`src/rtl/plut_pkg.sv`:
```
// Package with register map and field layout of the palette access port
package plut_pkg;
	localparam logic [11:0] PLUT_WRITE_PORT_OFS = 12'h018;
	localparam logic [11:0] PLUT_READ_PORT_OFS = 12'h01c;
	localparam int PLUT_IDX_LSB = 24;
	localparam int PLUT_RED_LSB = 18;
	localparam int PLUT_GRN_LSB = 10;
	localparam int PLUT_BLU_LSB = 2;
	localparam int PLUT_COL_W = 6;
	localparam int PLUT_IDX_W = 8;
	localparam int PLUT_DEPTH = 256;
	localparam logic [7:0] PLUT_IDX_RST = 8'h00;
	localparam int PLUT_IDX_LANE = 3;
	localparam int PLUT_BLU_LANE = 0;
	localparam logic [31:0] PLUT_RD_ZERO = 32'h00000000;
endpackage

```
`src/rtl/plut_mem_if.sv`:
```
// Interface between the port logic and the colour table memory
`timescale 1ns/1ps
interface plut_mem_if;
	logic we;
	logic [7:0] waddr;
	logic [17:0] wdata;
	logic [7:0] raddr;
	logic [17:0] rdata;
	modport ctrl (output we, output waddr, output wdata, output raddr,
		input rdata);
	modport mem (input we, input waddr, input wdata, input raddr,
		output rdata);
endinterface

```
`src/rtl/plut_port.sv`:
```
// APB register port for the red/green/blue palette tables
// Function
// Three separate 256-entry tables of 6-bit values hold red, green, blue.
// The write register reads back as zero whatever was written.
// Write register bits 31-24 give the entry index for all three tables.
// In little-endian mode the entry is committed by a write to byte 3.
// In big-endian mode the entry is committed by a write to byte 0.
// Writing the write index also loads the read index with it.
// The host places red at 23-18, green at 15-10 and blue at 7-2.
// Read register bits 31-24 are a write-only index choosing the entry.
// Reading the read register returns the entry at 23-18, 15-10, 7-2.
// Unused bits and the read index read as zero; colour writes ignored.
// Both indices are zero after reset; table contents stay undefined.
`timescale 1ns/1ps
module plut_port
	import plut_pkg::*;
(
	input wire logic mclk_i,
	input wire logic rst_i,
	input wire logic host_endian_strap_i,
	input wire logic psel_i,
	input wire logic penable_i,
	input wire logic pwrite_i,
	input wire logic [11:0] paddr_i,
	input wire logic [31:0] pwdata_i,
	input wire logic [3:0] pstrb_i,
	output logic pready_o,
	output logic [31:0] prdata_o,
	output logic pslverr_o
);
	typedef enum logic [1:0] {PLUT_IDLE, PLUT_WAIT, PLUT_DONE} plut_st_t;

	plut_mem_if mif ();

	plut_mem u_mem (
		.mclk_i(mclk_i),
		.m(mif)
	);

	plut_st_t st_q;
	logic [7:0] widx_q;
	logic [7:0] ridx_q;
	logic [5:0] red_q;
	logic [5:0] grn_q;
	logic [5:0] blu_q;
	logic [31:0] prdata_q;
	logic acc;
	logic wr_w;
	logic wr_r;
	logic rd_r;
	logic commit;
	logic [7:0] widx_d;
	logic [5:0] red_d;
	logic [5:0] grn_d;
	logic [5:0] blu_d;

	function automatic logic hit(input logic [11:0] a, input logic [11:0] o);
		return a[11:2] == o[11:2];
	endfunction

	assign acc = psel_i && penable_i;
	assign wr_w = acc && pwrite_i && hit(paddr_i, PLUT_WRITE_PORT_OFS);
	assign wr_r = acc && pwrite_i && hit(paddr_i, PLUT_READ_PORT_OFS);
	assign rd_r = acc && !pwrite_i && hit(paddr_i, PLUT_READ_PORT_OFS);

	// Byte-lane merge so partial writes update only their own fields
	always_comb begin
		widx_d = widx_q;
		red_d = red_q;
		grn_d = grn_q;
		blu_d = blu_q;
		if (wr_w && pready_o) begin
			if (pstrb_i[3]) begin
				widx_d = pwdata_i[PLUT_IDX_LSB +: PLUT_IDX_W];
			end
			if (pstrb_i[2]) begin
				red_d = pwdata_i[PLUT_RED_LSB +: PLUT_COL_W];
			end
			if (pstrb_i[1]) begin
				grn_d = pwdata_i[PLUT_GRN_LSB +: PLUT_COL_W];
			end
			if (pstrb_i[0]) begin
				blu_d = pwdata_i[PLUT_BLU_LSB +: PLUT_COL_W];
			end
		end
	end

	// Commit lane depends on strap; the opposite lane alone stages data but does not commit
	assign commit = wr_w && pready_o && (host_endian_strap_i ?
		pstrb_i[PLUT_BLU_LANE] : pstrb_i[PLUT_IDX_LANE]);

	always_ff @(posedge mclk_i) begin
		if (rst_i) begin
			widx_q <= PLUT_IDX_RST;
			red_q <= 6'h00;
			grn_q <= 6'h00;
			blu_q <= 6'h00;
		end else begin
			widx_q <= widx_d;
			red_q <= red_d;
			grn_q <= grn_d;
			blu_q <= blu_d;
		end
	end

	always_ff @(posedge mclk_i) begin
		if (rst_i) begin
			ridx_q <= PLUT_IDX_RST;
		end else if (wr_w && pready_o && pstrb_i[PLUT_IDX_LANE]) begin
			ridx_q <= pwdata_i[PLUT_IDX_LSB +: PLUT_IDX_W];
		end else if (wr_r && pready_o && pstrb_i[PLUT_IDX_LANE]) begin
			ridx_q <= pwdata_i[PLUT_IDX_LSB +: PLUT_IDX_W];
		end
	end

	assign mif.we = commit;
	assign mif.waddr = widx_d;
	assign mif.wdata = {red_d, grn_d, blu_d};
	assign mif.raddr = ridx_q;

	// Reads wait two cycles, for the registered memory output and then the registered read data
	always_ff @(posedge mclk_i) begin
		if (rst_i) begin
			st_q <= PLUT_IDLE;
		end else begin
			case (st_q)
				PLUT_IDLE: begin
					if (rd_r) begin
						st_q <= PLUT_WAIT;
					end
				end
				PLUT_WAIT: begin
					st_q <= PLUT_DONE;
				end
				PLUT_DONE: begin
					st_q <= PLUT_IDLE;
				end
				default: begin
					st_q <= PLUT_IDLE;
				end
			endcase
		end
	end

	assign pready_o = acc && (!rd_r || st_q == PLUT_DONE);
	assign pslverr_o = 1'b0;

	always_ff @(posedge mclk_i) begin
		if (rst_i) begin
			prdata_q <= PLUT_RD_ZERO;
		end else if (rd_r && st_q == PLUT_WAIT) begin
			prdata_q <= PLUT_RD_ZERO;
			prdata_q[PLUT_RED_LSB +: PLUT_COL_W] <= mif.rdata[17:12];
			prdata_q[PLUT_GRN_LSB +: PLUT_COL_W] <= mif.rdata[11:6];
			prdata_q[PLUT_BLU_LSB +: PLUT_COL_W] <= mif.rdata[5:0];
		end else begin
			// Cleared once the answer has stood for its one cycle
			prdata_q <= PLUT_RD_ZERO;
		end
	end

	// Write port and unmapped offsets always read zero
	assign prdata_o = prdata_q;

	chk_ridx_rport: assert property (@(posedge mclk_i) disable iff (rst_i)
		(wr_r && pready_o && pstrb_i[PLUT_IDX_LANE]) |=> ridx_q ==
		$past(pwdata_i[31:24]))
		else $error("read index not loaded from read port");

	chk_commit_addr: assert property (@(posedge mclk_i) disable iff (rst_i)
		(commit && pstrb_i[PLUT_IDX_LANE]) |-> mif.waddr == pwdata_i[31:24])
		else $error("commit not at index of this write");

	chk_rport_nocommit: assert property (@(posedge mclk_i)
		disable iff (rst_i) wr_r |-> !mif.we)
		else $error("read port write changed the tables");

	chk_rd_idle_zero: assert property (@(posedge mclk_i) disable iff (rst_i)
		(st_q != PLUT_DONE) |-> prdata_o == PLUT_RD_ZERO)
		else $error("read data outside answer cycle");

	chk_wr_ready: assert property (@(posedge mclk_i) disable iff (rst_i)
		(acc && pwrite_i) |-> pready_o)
		else $error("write not answered in first access cycle");

	chk_ridx_follow: assert property (@(posedge mclk_i) disable iff (rst_i)
		(wr_w && pready_o && pstrb_i[3]) |=> ridx_q == $past(pwdata_i[31:24]))
		else $error("read index did not follow write index");

	chk_commit_le: assert property (@(posedge mclk_i) disable iff (rst_i)
		(wr_w && pready_o && !host_endian_strap_i)
		|-> mif.we == pstrb_i[PLUT_IDX_LANE])
		else $error("little-endian commit not on index lane");

	chk_commit_be: assert property (@(posedge mclk_i) disable iff (rst_i)
		(wr_w && pready_o && host_endian_strap_i)
		|-> mif.we == pstrb_i[PLUT_BLU_LANE])
		else $error("big-endian commit not on blue lane");

	chk_wport_zero: assert property (@(posedge mclk_i) disable iff (rst_i)
		(acc && !pwrite_i && hit(paddr_i, PLUT_WRITE_PORT_OFS) && pready_o)
		|-> prdata_o == PLUT_RD_ZERO)
		else $error("write port read nonzero");

	chk_rd_unused: assert property (@(posedge mclk_i) disable iff (rst_i)
		(rd_r && pready_o) |-> (prdata_o & 32'hff030303) == 32'h00000000)
		else $error("unused read bits nonzero");

	chk_rd_latency: assert property (@(posedge mclk_i) disable iff (rst_i)
		(rd_r && st_q == PLUT_IDLE) |-> !pready_o ##1 !pready_o ##1 pready_o)
		else $error("read answer not on third access cycle");

	chk_rd_data: assert property (@(posedge mclk_i) disable iff (rst_i)
		(rd_r && st_q == PLUT_WAIT) |=>
		prdata_o[23:18] == $past(mif.rdata[17:12]))
		else $error("red read data mismatch");

	chk_wdata_red: assert property (@(posedge mclk_i) disable iff (rst_i)
		(commit && pstrb_i[2]) |-> mif.wdata[17:12] == pwdata_i[23:18])
		else $error("red field not taken from bits 23-18");

	chk_rst_idx: assert property (@(posedge mclk_i)
		$past(rst_i) |-> (widx_q == 8'h00 && ridx_q == 8'h00))
		else $error("indices not zero after reset");
endmodule

```
`src/rtl/plut_mem.sv`:
```
// Three-colour palette memory with registered read data
`timescale 1ns/1ps
module plut_mem
	import plut_pkg::*;
(
	input wire logic mclk_i,
	plut_mem_if.mem m
);
	// Red, green, blue side by side; no reset so contents stay undefined
	logic [17:0] ram [PLUT_DEPTH];
	logic [17:0] rdata_q;

	always_ff @(posedge mclk_i) begin
		if (m.we) begin
			ram[m.waddr] <= m.wdata;
		end
	end

	always_ff @(posedge mclk_i) begin
		rdata_q <= ram[m.raddr];
	end

	assign m.rdata = rdata_q;
endmodule

```
`config.mk`:
```
export PLATFORM = sky130hd
export DESIGN_NAME = plut_port
export DESIGN_NICKNAME = d
export VERILOG_FILES = /design/src/rtl/plut_pkg.sv /design/src/rtl/plut_mem_if.sv /design/src/rtl/plut_port.sv /design/src/rtl/plut_mem.sv
export SDC_FILE = /design/constraint.sdc
export NUM_CORES = 2
export LEC_CHECK = 0
export BUFFER_PORTS_ARGS = -buffer_cell sky130_fd_sc_hd__buf_2
export CAP_MARGIN = 40
export CORE_MARGIN = 5
export CORE_UTILIZATION = 27
export DETAILED_ROUTE_END_ITERATION = 8
export GPL_TIMING_DRIVEN = 1
export HOLD_SLACK_MARGIN = 0.03
export PLACE_DENSITY = 0.38
export REMOVE_ABC_BUFFERS = 1
export SLEW_MARGIN = 40
export SYNTH_ARGS = -nofsm -noshare
export SYNTH_HDL_FRONTEND = slang
export SYNTH_MEMORY_MAX_BITS = 65536
export SYNTH_SLANG_ARGS = --single-unit
export TNS_END_PERCENT = 30
```
`constraint.sdc`:
```
create_clock -name mclk_i -period 6.6 [get_ports mclk_i]
set_input_delay 0.99 -clock mclk_i [delete_from_list [all_inputs] [get_ports mclk_i]]
set_output_delay 0.99 -clock mclk_i [all_outputs]
set_load 0.05 [all_outputs]
```
## Word level (Yosys, flattened, before mapping)

Memory sizes are Yosys's and may differ from the RTL's. A register that Yosys moved wholly into a read port is not among the register bits.
Index checks and enable logic that the tools add are counted.

- Muxes and demuxes: 15
- Reduce and logical (&&, ||, !) cells: 19
- Eq/ne operators: 5
- Bitwise logic cells: 1

Operators with widths:

| kind | count |
|---|---|
| 6-bit 2-to-1 mux | 6 |
| 8-bit 2-to-1 mux | 4 |
| 10-bit by 3-bit equality test with 1-bit output, second input constant | 2 |
| 1-bit logical AND | 13 |
| 2-bit case mux with 2 select lines | 1 |
| 1-bit 2-to-1 mux | 3 |
| 2-bit by 1-bit equality test with 1-bit output, second input constant | 1 |
| 2-bit equality test, second input constant | 1 |
| 1-bit logical NOT | 2 |
| 2-bit logical NOT | 1 |
| 2-bit 2-to-1 mux | 1 |
| 2-bit != test, second input constant | 1 |
| 2-bit nonzero test | 1 |
| 2-bit OR reduction | 1 |
| 1-bit logical OR | 1 |
| 1-bit inverter | 1 |

- Memories: 1
- Flip-flop bits (word level): 68
- Bits in writable memories: 4608
- Output and inout bits: 34
- Input bits: 54

Memories:

| name | depth | bits a word | rd ports | clocked after Yosys merged registers in | wr ports | RTL line | RTL |
|---|---|---|---|---|---|---|---|
| u_mem.ram | 256 | 18 | 1 | 1 | 1 | plut_mem.sv:10 | `logic [17:0] ram [PLUT_DEPTH];` |

## Logic depth before layout (Yosys ltp)

- Word-level depth: 10
- Depth in mapped cells: 12
- Depth with buffers taken out: 7

## By module

From an unflattened synthesis, not the netlist that was laid out.

- Cells, all modules: 8548
- Area total of the unflattened synthesis: 180901.0 µm²

Modules (own cells, without submodules):

| module | seq. area each (µm²) | instances | cells each | area an instance (µm²) |
|---|---|---|---|---|
| plut_mem | 138733.1 | 1 | 8281 | 178222.2 |
| plut_port | 1081.0 | 1 | 267 | 2678.8 |

## Worst setup path after synthesis

No wires, ideal clock.

- Path type: in2reg
- Start: input port paddr_i[6]
- End: memory u_mem.ram[0][0], data pin
- Data arrival time: 4376 ps
- Setup time: 556 ps
- Slack: 1668 ps
- Required time: 6044 ps
- Cell stages on the path: 7
- Cells stage by stage: or4_1 -> nor4_2 -> nand2_1 -> nor2_1 -> and2_1 -> clkbuf_1 -> mux2_2

- Cells in the longest elaborated chain, start to end: 7
- Elaborated cells on any way between the ends: 9
- Those cells by class: eq/ne: 2; mux: 1; reduce/logical: 6

Ends and longest elaborated chain:

| element | RTL line | RTL |
|---|---|---|
| start, declared | plut_port.sv:24 | `input wire logic [11:0] paddr_i,` |
| 10-bit by 3-bit equality test with 1-bit output | plut_port.sv:58 | `return a[11:2] == o[11:2];` |
| 1-bit logical AND | plut_port.sv:64 | `assign rd_r = acc && !pwrite_i && hit(paddr_i, PLUT_READ_PORT_OFS);` |
| 1-bit logical NOT | plut_port.sv:145 | `assign pready_o = acc && (!rd_r \|\| st_q == PLUT_DONE);` |
| 1-bit logical OR | plut_port.sv:145 |  |
| 1-bit logical AND | plut_port.sv:145 |  |
| 1-bit logical AND (*) | plut_port.sv:72 | `if (wr_w && pready_o) begin` |
| 6-bit 2-to-1 mux (*) | plut_port.sv:72 |  |
| via blu_d[0] | plut_port.sv:55 | `logic [5:0] blu_d;` |
| end, declared | plut_mem.sv:10 |  |

Mark *: on every way through the listed nets, which the timed path passes. The rest lies on a longest branch.

## Worst setup path in the final report

- Start: input port paddr_i[6]
- End: memory u_mem.ram[248][16], enable pin

- Cells in the longest elaborated chain, start to end: 9
- Elaborated cells on any way between the ends: 12
- Those cells by class: eq/ne: 2; mux: 3; reduce/logical: 7

Ends and longest elaborated chain:

| element | RTL line | RTL |
|---|---|---|
| 10-bit by 3-bit equality test with 1-bit output | plut_port.sv:58 |  |
| 1-bit logical AND | plut_port.sv:64 |  |
| 1-bit logical NOT | plut_port.sv:145 |  |
| 1-bit logical OR | plut_port.sv:145 |  |
| 1-bit logical AND | plut_port.sv:145 |  |
| 1-bit logical AND (*) | plut_port.sv:72, plut_port.sv:89 |  |
| 1-bit logical AND | plut_port.sv:89 | `assign commit = wr_w && pready_o && (host_endian_strap_i ?` |
| 1-bit 2-to-1 mux | plut_mem.sv:14 | `if (m.we) begin` |
| 1-bit 2-to-1 mux (not written as such) | plut_mem.sv:15 | `ram[m.waddr] <= m.wdata;` |

Mark *: on every way between the ends. The rest lies on a longest branch, timed or not.

==> summary.txt <==
Sink Count -> 4680
CP Launch Type -> input port
via-per-instance ratio -> 4.83
total congestion overflow -> 0
GR Util met1 -> 0.235
setup bufs post-CTS -> 0
final setup margin -> 2070 ps
Reg2Reg Depth -> 9
most used routing layer -> met2
Synth cell types -> 57
worst setup path category -> in -> reg
CP Capture Type -> register
Max-Cap Viols -> 0
Post-Route Skew -> 72.7 ps
status -> finished, final reports clean
R2R Path End -> u_mem.m.rdata[11]
Area growth syn-to-layout -> 18.3%
Clock Latency Late Sink -> 1060 ps
die width -> 827 um
share of cells above drive strength 1 -> 0.280
gr usage total -> 0.166
CTS Buffer Depth -> 4
initial core utilization -> 0.270
Final min period -> 4530 ps
RSZ-0062 raised after global routing -> no
fin. max-slew vios -> 0
Root Buffer -> clkbuf_16
Fin Setup TNS -> 0 ps
die span in y -> 827 um
Worst-Margin Slew -> 950 ps
endpoints failing hold -> 0
vias -> 89600
antenna violations before repair -> 50
Final Wtd Congestion -> 0.853
Final period util -> 0.686
worst reg-to-reg setup slack -> 2190 ps
num rows -> 300
synthesized area -> 0.180 mm2
pin count of the biggest net entering global routing -> 144
Synth Flop Type -> edfxtp_1
Worst Path Max Fanout -> 17
clk slew on worst S/H paths -> 60 ps
Slew headroom -> 0.367
Post-synth EDFFs -> 4608
power per cell area -> 284 mW/mm2
worst setup path end -> u_mem.ram[248][16]
filler instances -> 63600
first-pass GRT wire length -> 793 mm
Detail Route Antenna Nets -> 0
syn avg cell area -> 21.2 um2
worst flop-to-flop path startpoint -> mif.raddr[2]
TritonCTS clock tree -> yes
cts hold-fix bufs -> 0
Final HPWL DP -> 367 mm
total die area -> 0.683 mm2
CORE AREA -> 0.666 mm2
Routed WL -> 583 mm
drt pass-1 iters -> 6
DRC violations left -> 0
Setup crit start -> paddr_i[6]
IO buf count -> 64
worst vdd rail ir drop -> 238 uV
Top Ports -> 88
CTS buffer count -> 530
leakage -> 52.1 nW
Layout Nets -> 9267
post-cts sizing count -> 0
DRT iter0 DRCs -> 8314
class of the worst hold path -> in -> reg
met2 usage -> 0.269
Setup-failing EPs final -> 0
synthesis-stage register bit count -> 4680
Worst Path Arrival -> 5250 ps
CP required -> 7330 ps
cell count after synthesis -> 8484
Yosys warnings -> 0
Highest Clock Rate -> 221 MHz
met3 global-route usage -> 0.0212
async set or reset register ratio after synthesis -> 0
register area share after synthesis -> 0.776
htree depth -> 6
setup slack at placement -> 917 ps
vias in the first global route -> 91800
drt wl/cell -> 31.4 um
placed cells by master (no fill, tap or decap), drive strengths merged, types with 15 or more instances in the layout:
cell type	count
nor2	364
nor4	36
buf	701
o22a	24
and2	23
a21oi	153
nor2b	22
edfxtp	4608
a31oi	15
nand2b	20
nand3	37
o221ai	239
mux2i	682
a211o	40
or3	15
nand3b	26
nand2	175
diode	29
nor3	80
bufinv	26
o21ai	36
clkinv	201
a221oi	27
mux4	932
inv	31
conb	15
nand4	39
dfxtp	72
clkbuf	687
o22ai	138
mux2	46
cell type report:
cell class                 instances  area [um2]  share of cell area
clock inverter                   259        2430              0.0114
antenna                           29        72.6            0.000341
timing repair buffer             702        6410              0.0301
inverter                           5        41.3            0.000194
clock buffer                     686       14000              0.0658
multi-input combinational       3294       39100               0.183
sequential                      4680      140000               0.656
tap                             8909       11100              0.0523
worst min path at each step:
stage | start | end | slack, ps | cells past startpoint
6_report | pwdata_i[30] | mif.raddr[6] | 260 | 3
3_3_place_gp | st_q[0] | st_q[0] | 410 | 1
5_1_grt | pwdata_i[31] | widx_q[7] | 220 | 3
3_5_place_dp | u_mem.m.rdata[4] | prdata_o[6] | 420 | 1
2_1_floorplan | st_q[0] | st_q[0] | 400 | 1
4_1_cts | pwdata_i[30] | mif.raddr[6] | 150 | 3
per-stage QoR:
stage	hold slack [ps]	instance area, um2	cells	power [W]	utilization
after floorplan	397	178000	7979	0.0328	-
after global placement	409	196000	17600	0.0328	0.294
after detailed placement	418	196000	17600	0.0328	0.295
after CTS	149	213000	18500	0.0613	0.319
after global routing	216	213000	18500	0.0625	0.320
final	256	213000	18600	0.0604	0.320
power breakdown:
group | internal, W | switching, W
sequential | 0.0321 | 0.0000000740
combinational | 0.0000152 | 0.0000461
clock | 0.0161 | 0.0121
synthesized netlist by cell type, types with 2 or more instances:
cell type / number / area share
nand3b_1: 26 / 0.0011
a22oi_1: 12 / 0.00050
edfxtp_1: 4608 / 0.77
nand3_1: 37 / 0.0010
buf_1: 62 / 0.0013
inv_1: 2 / 0.000042
clkbuf_1: 251 / 0.0052
a211o_1: 40 / 0.0019
buf_6: 2 / 0.00013
a31oi_1: 15 / 0.00052
mux4_2: 932 / 0.12
nand4b_1: 2 / 0.000097
a22o_1: 7 / 0.00034
a311oi_1: 14 / 0.00068
a21oi_1: 153 / 0.0043
nor2_1: 364 / 0.0076
a211oi_1: 14 / 0.00058
a32o_1: 12 / 0.00067
nor4_1: 35 / 0.0012
o211ai_1: 14 / 0.00058
clkinv_1: 2 / 0.000042
a221oi_1: 27 / 0.0013
a2111oi_0: 2 / 0.000097
o22ai_1: 138 / 0.0048
buf_4: 73 / 0.0030
nor2b_1: 22 / 0.00076
or3_1: 15 / 0.00052
o31ai_1: 5 / 0.00021
mux2i_1: 682 / 0.038
mux2_2: 46 / 0.0029
o22a_1: 24 / 0.0012
o21ai_0: 36 / 0.0010
o2111ai_1: 2 / 0.000097
and3b_1: 2 / 0.000097
nand2b_1: 20 / 0.00069
o221ai_1: 239 / 0.012
nor3_1: 79 / 0.0022
or4_1: 13 / 0.00054
buf_2: 131 / 0.0036
and2_1: 23 / 0.00080
dfxtp_1: 72 / 0.0080
and3_1: 2 / 0.000069
nand4_1: 39 / 0.0014
nand2_1: 175 / 0.0036
worst max-delay path, stage by stage:
cell     delay, ps
buf_2           90
or4_1          540
nor4_2         380
nand2_1        230
nor3b_4        690
buf_12         260
mux2i_1        450
nand2_1        530
nor2_2         700
buf_4          340
flip-flops by register name (all words and copies together) (netlist names):
signal and count:
u_mem.ram 4608, prdata_o 18, blu_q 6, mif.raddr 8, st_q 2, grn_q 6, u_mem.m.rdata 18, widx_q 8
red_q 6
routing by layer:
metal,vias to the layer above,share of wire
met2,2489,0.47
met4,4,0.031
met1,49100,0.45
met3,689,0.045
met5,-,0.000036
li1,37300,-
kinds of logic after synthesis:
kind of cell,synth area share
AO/OA/AOI/OAI,0.0305
flip-flops,0.776
multiplexers,0.157
other,0.0000208
AND/OR/NAND/NOR,0.0222
buffers and inverters,0.0134
Note: power is estimated with default switching activity, not from simulation.
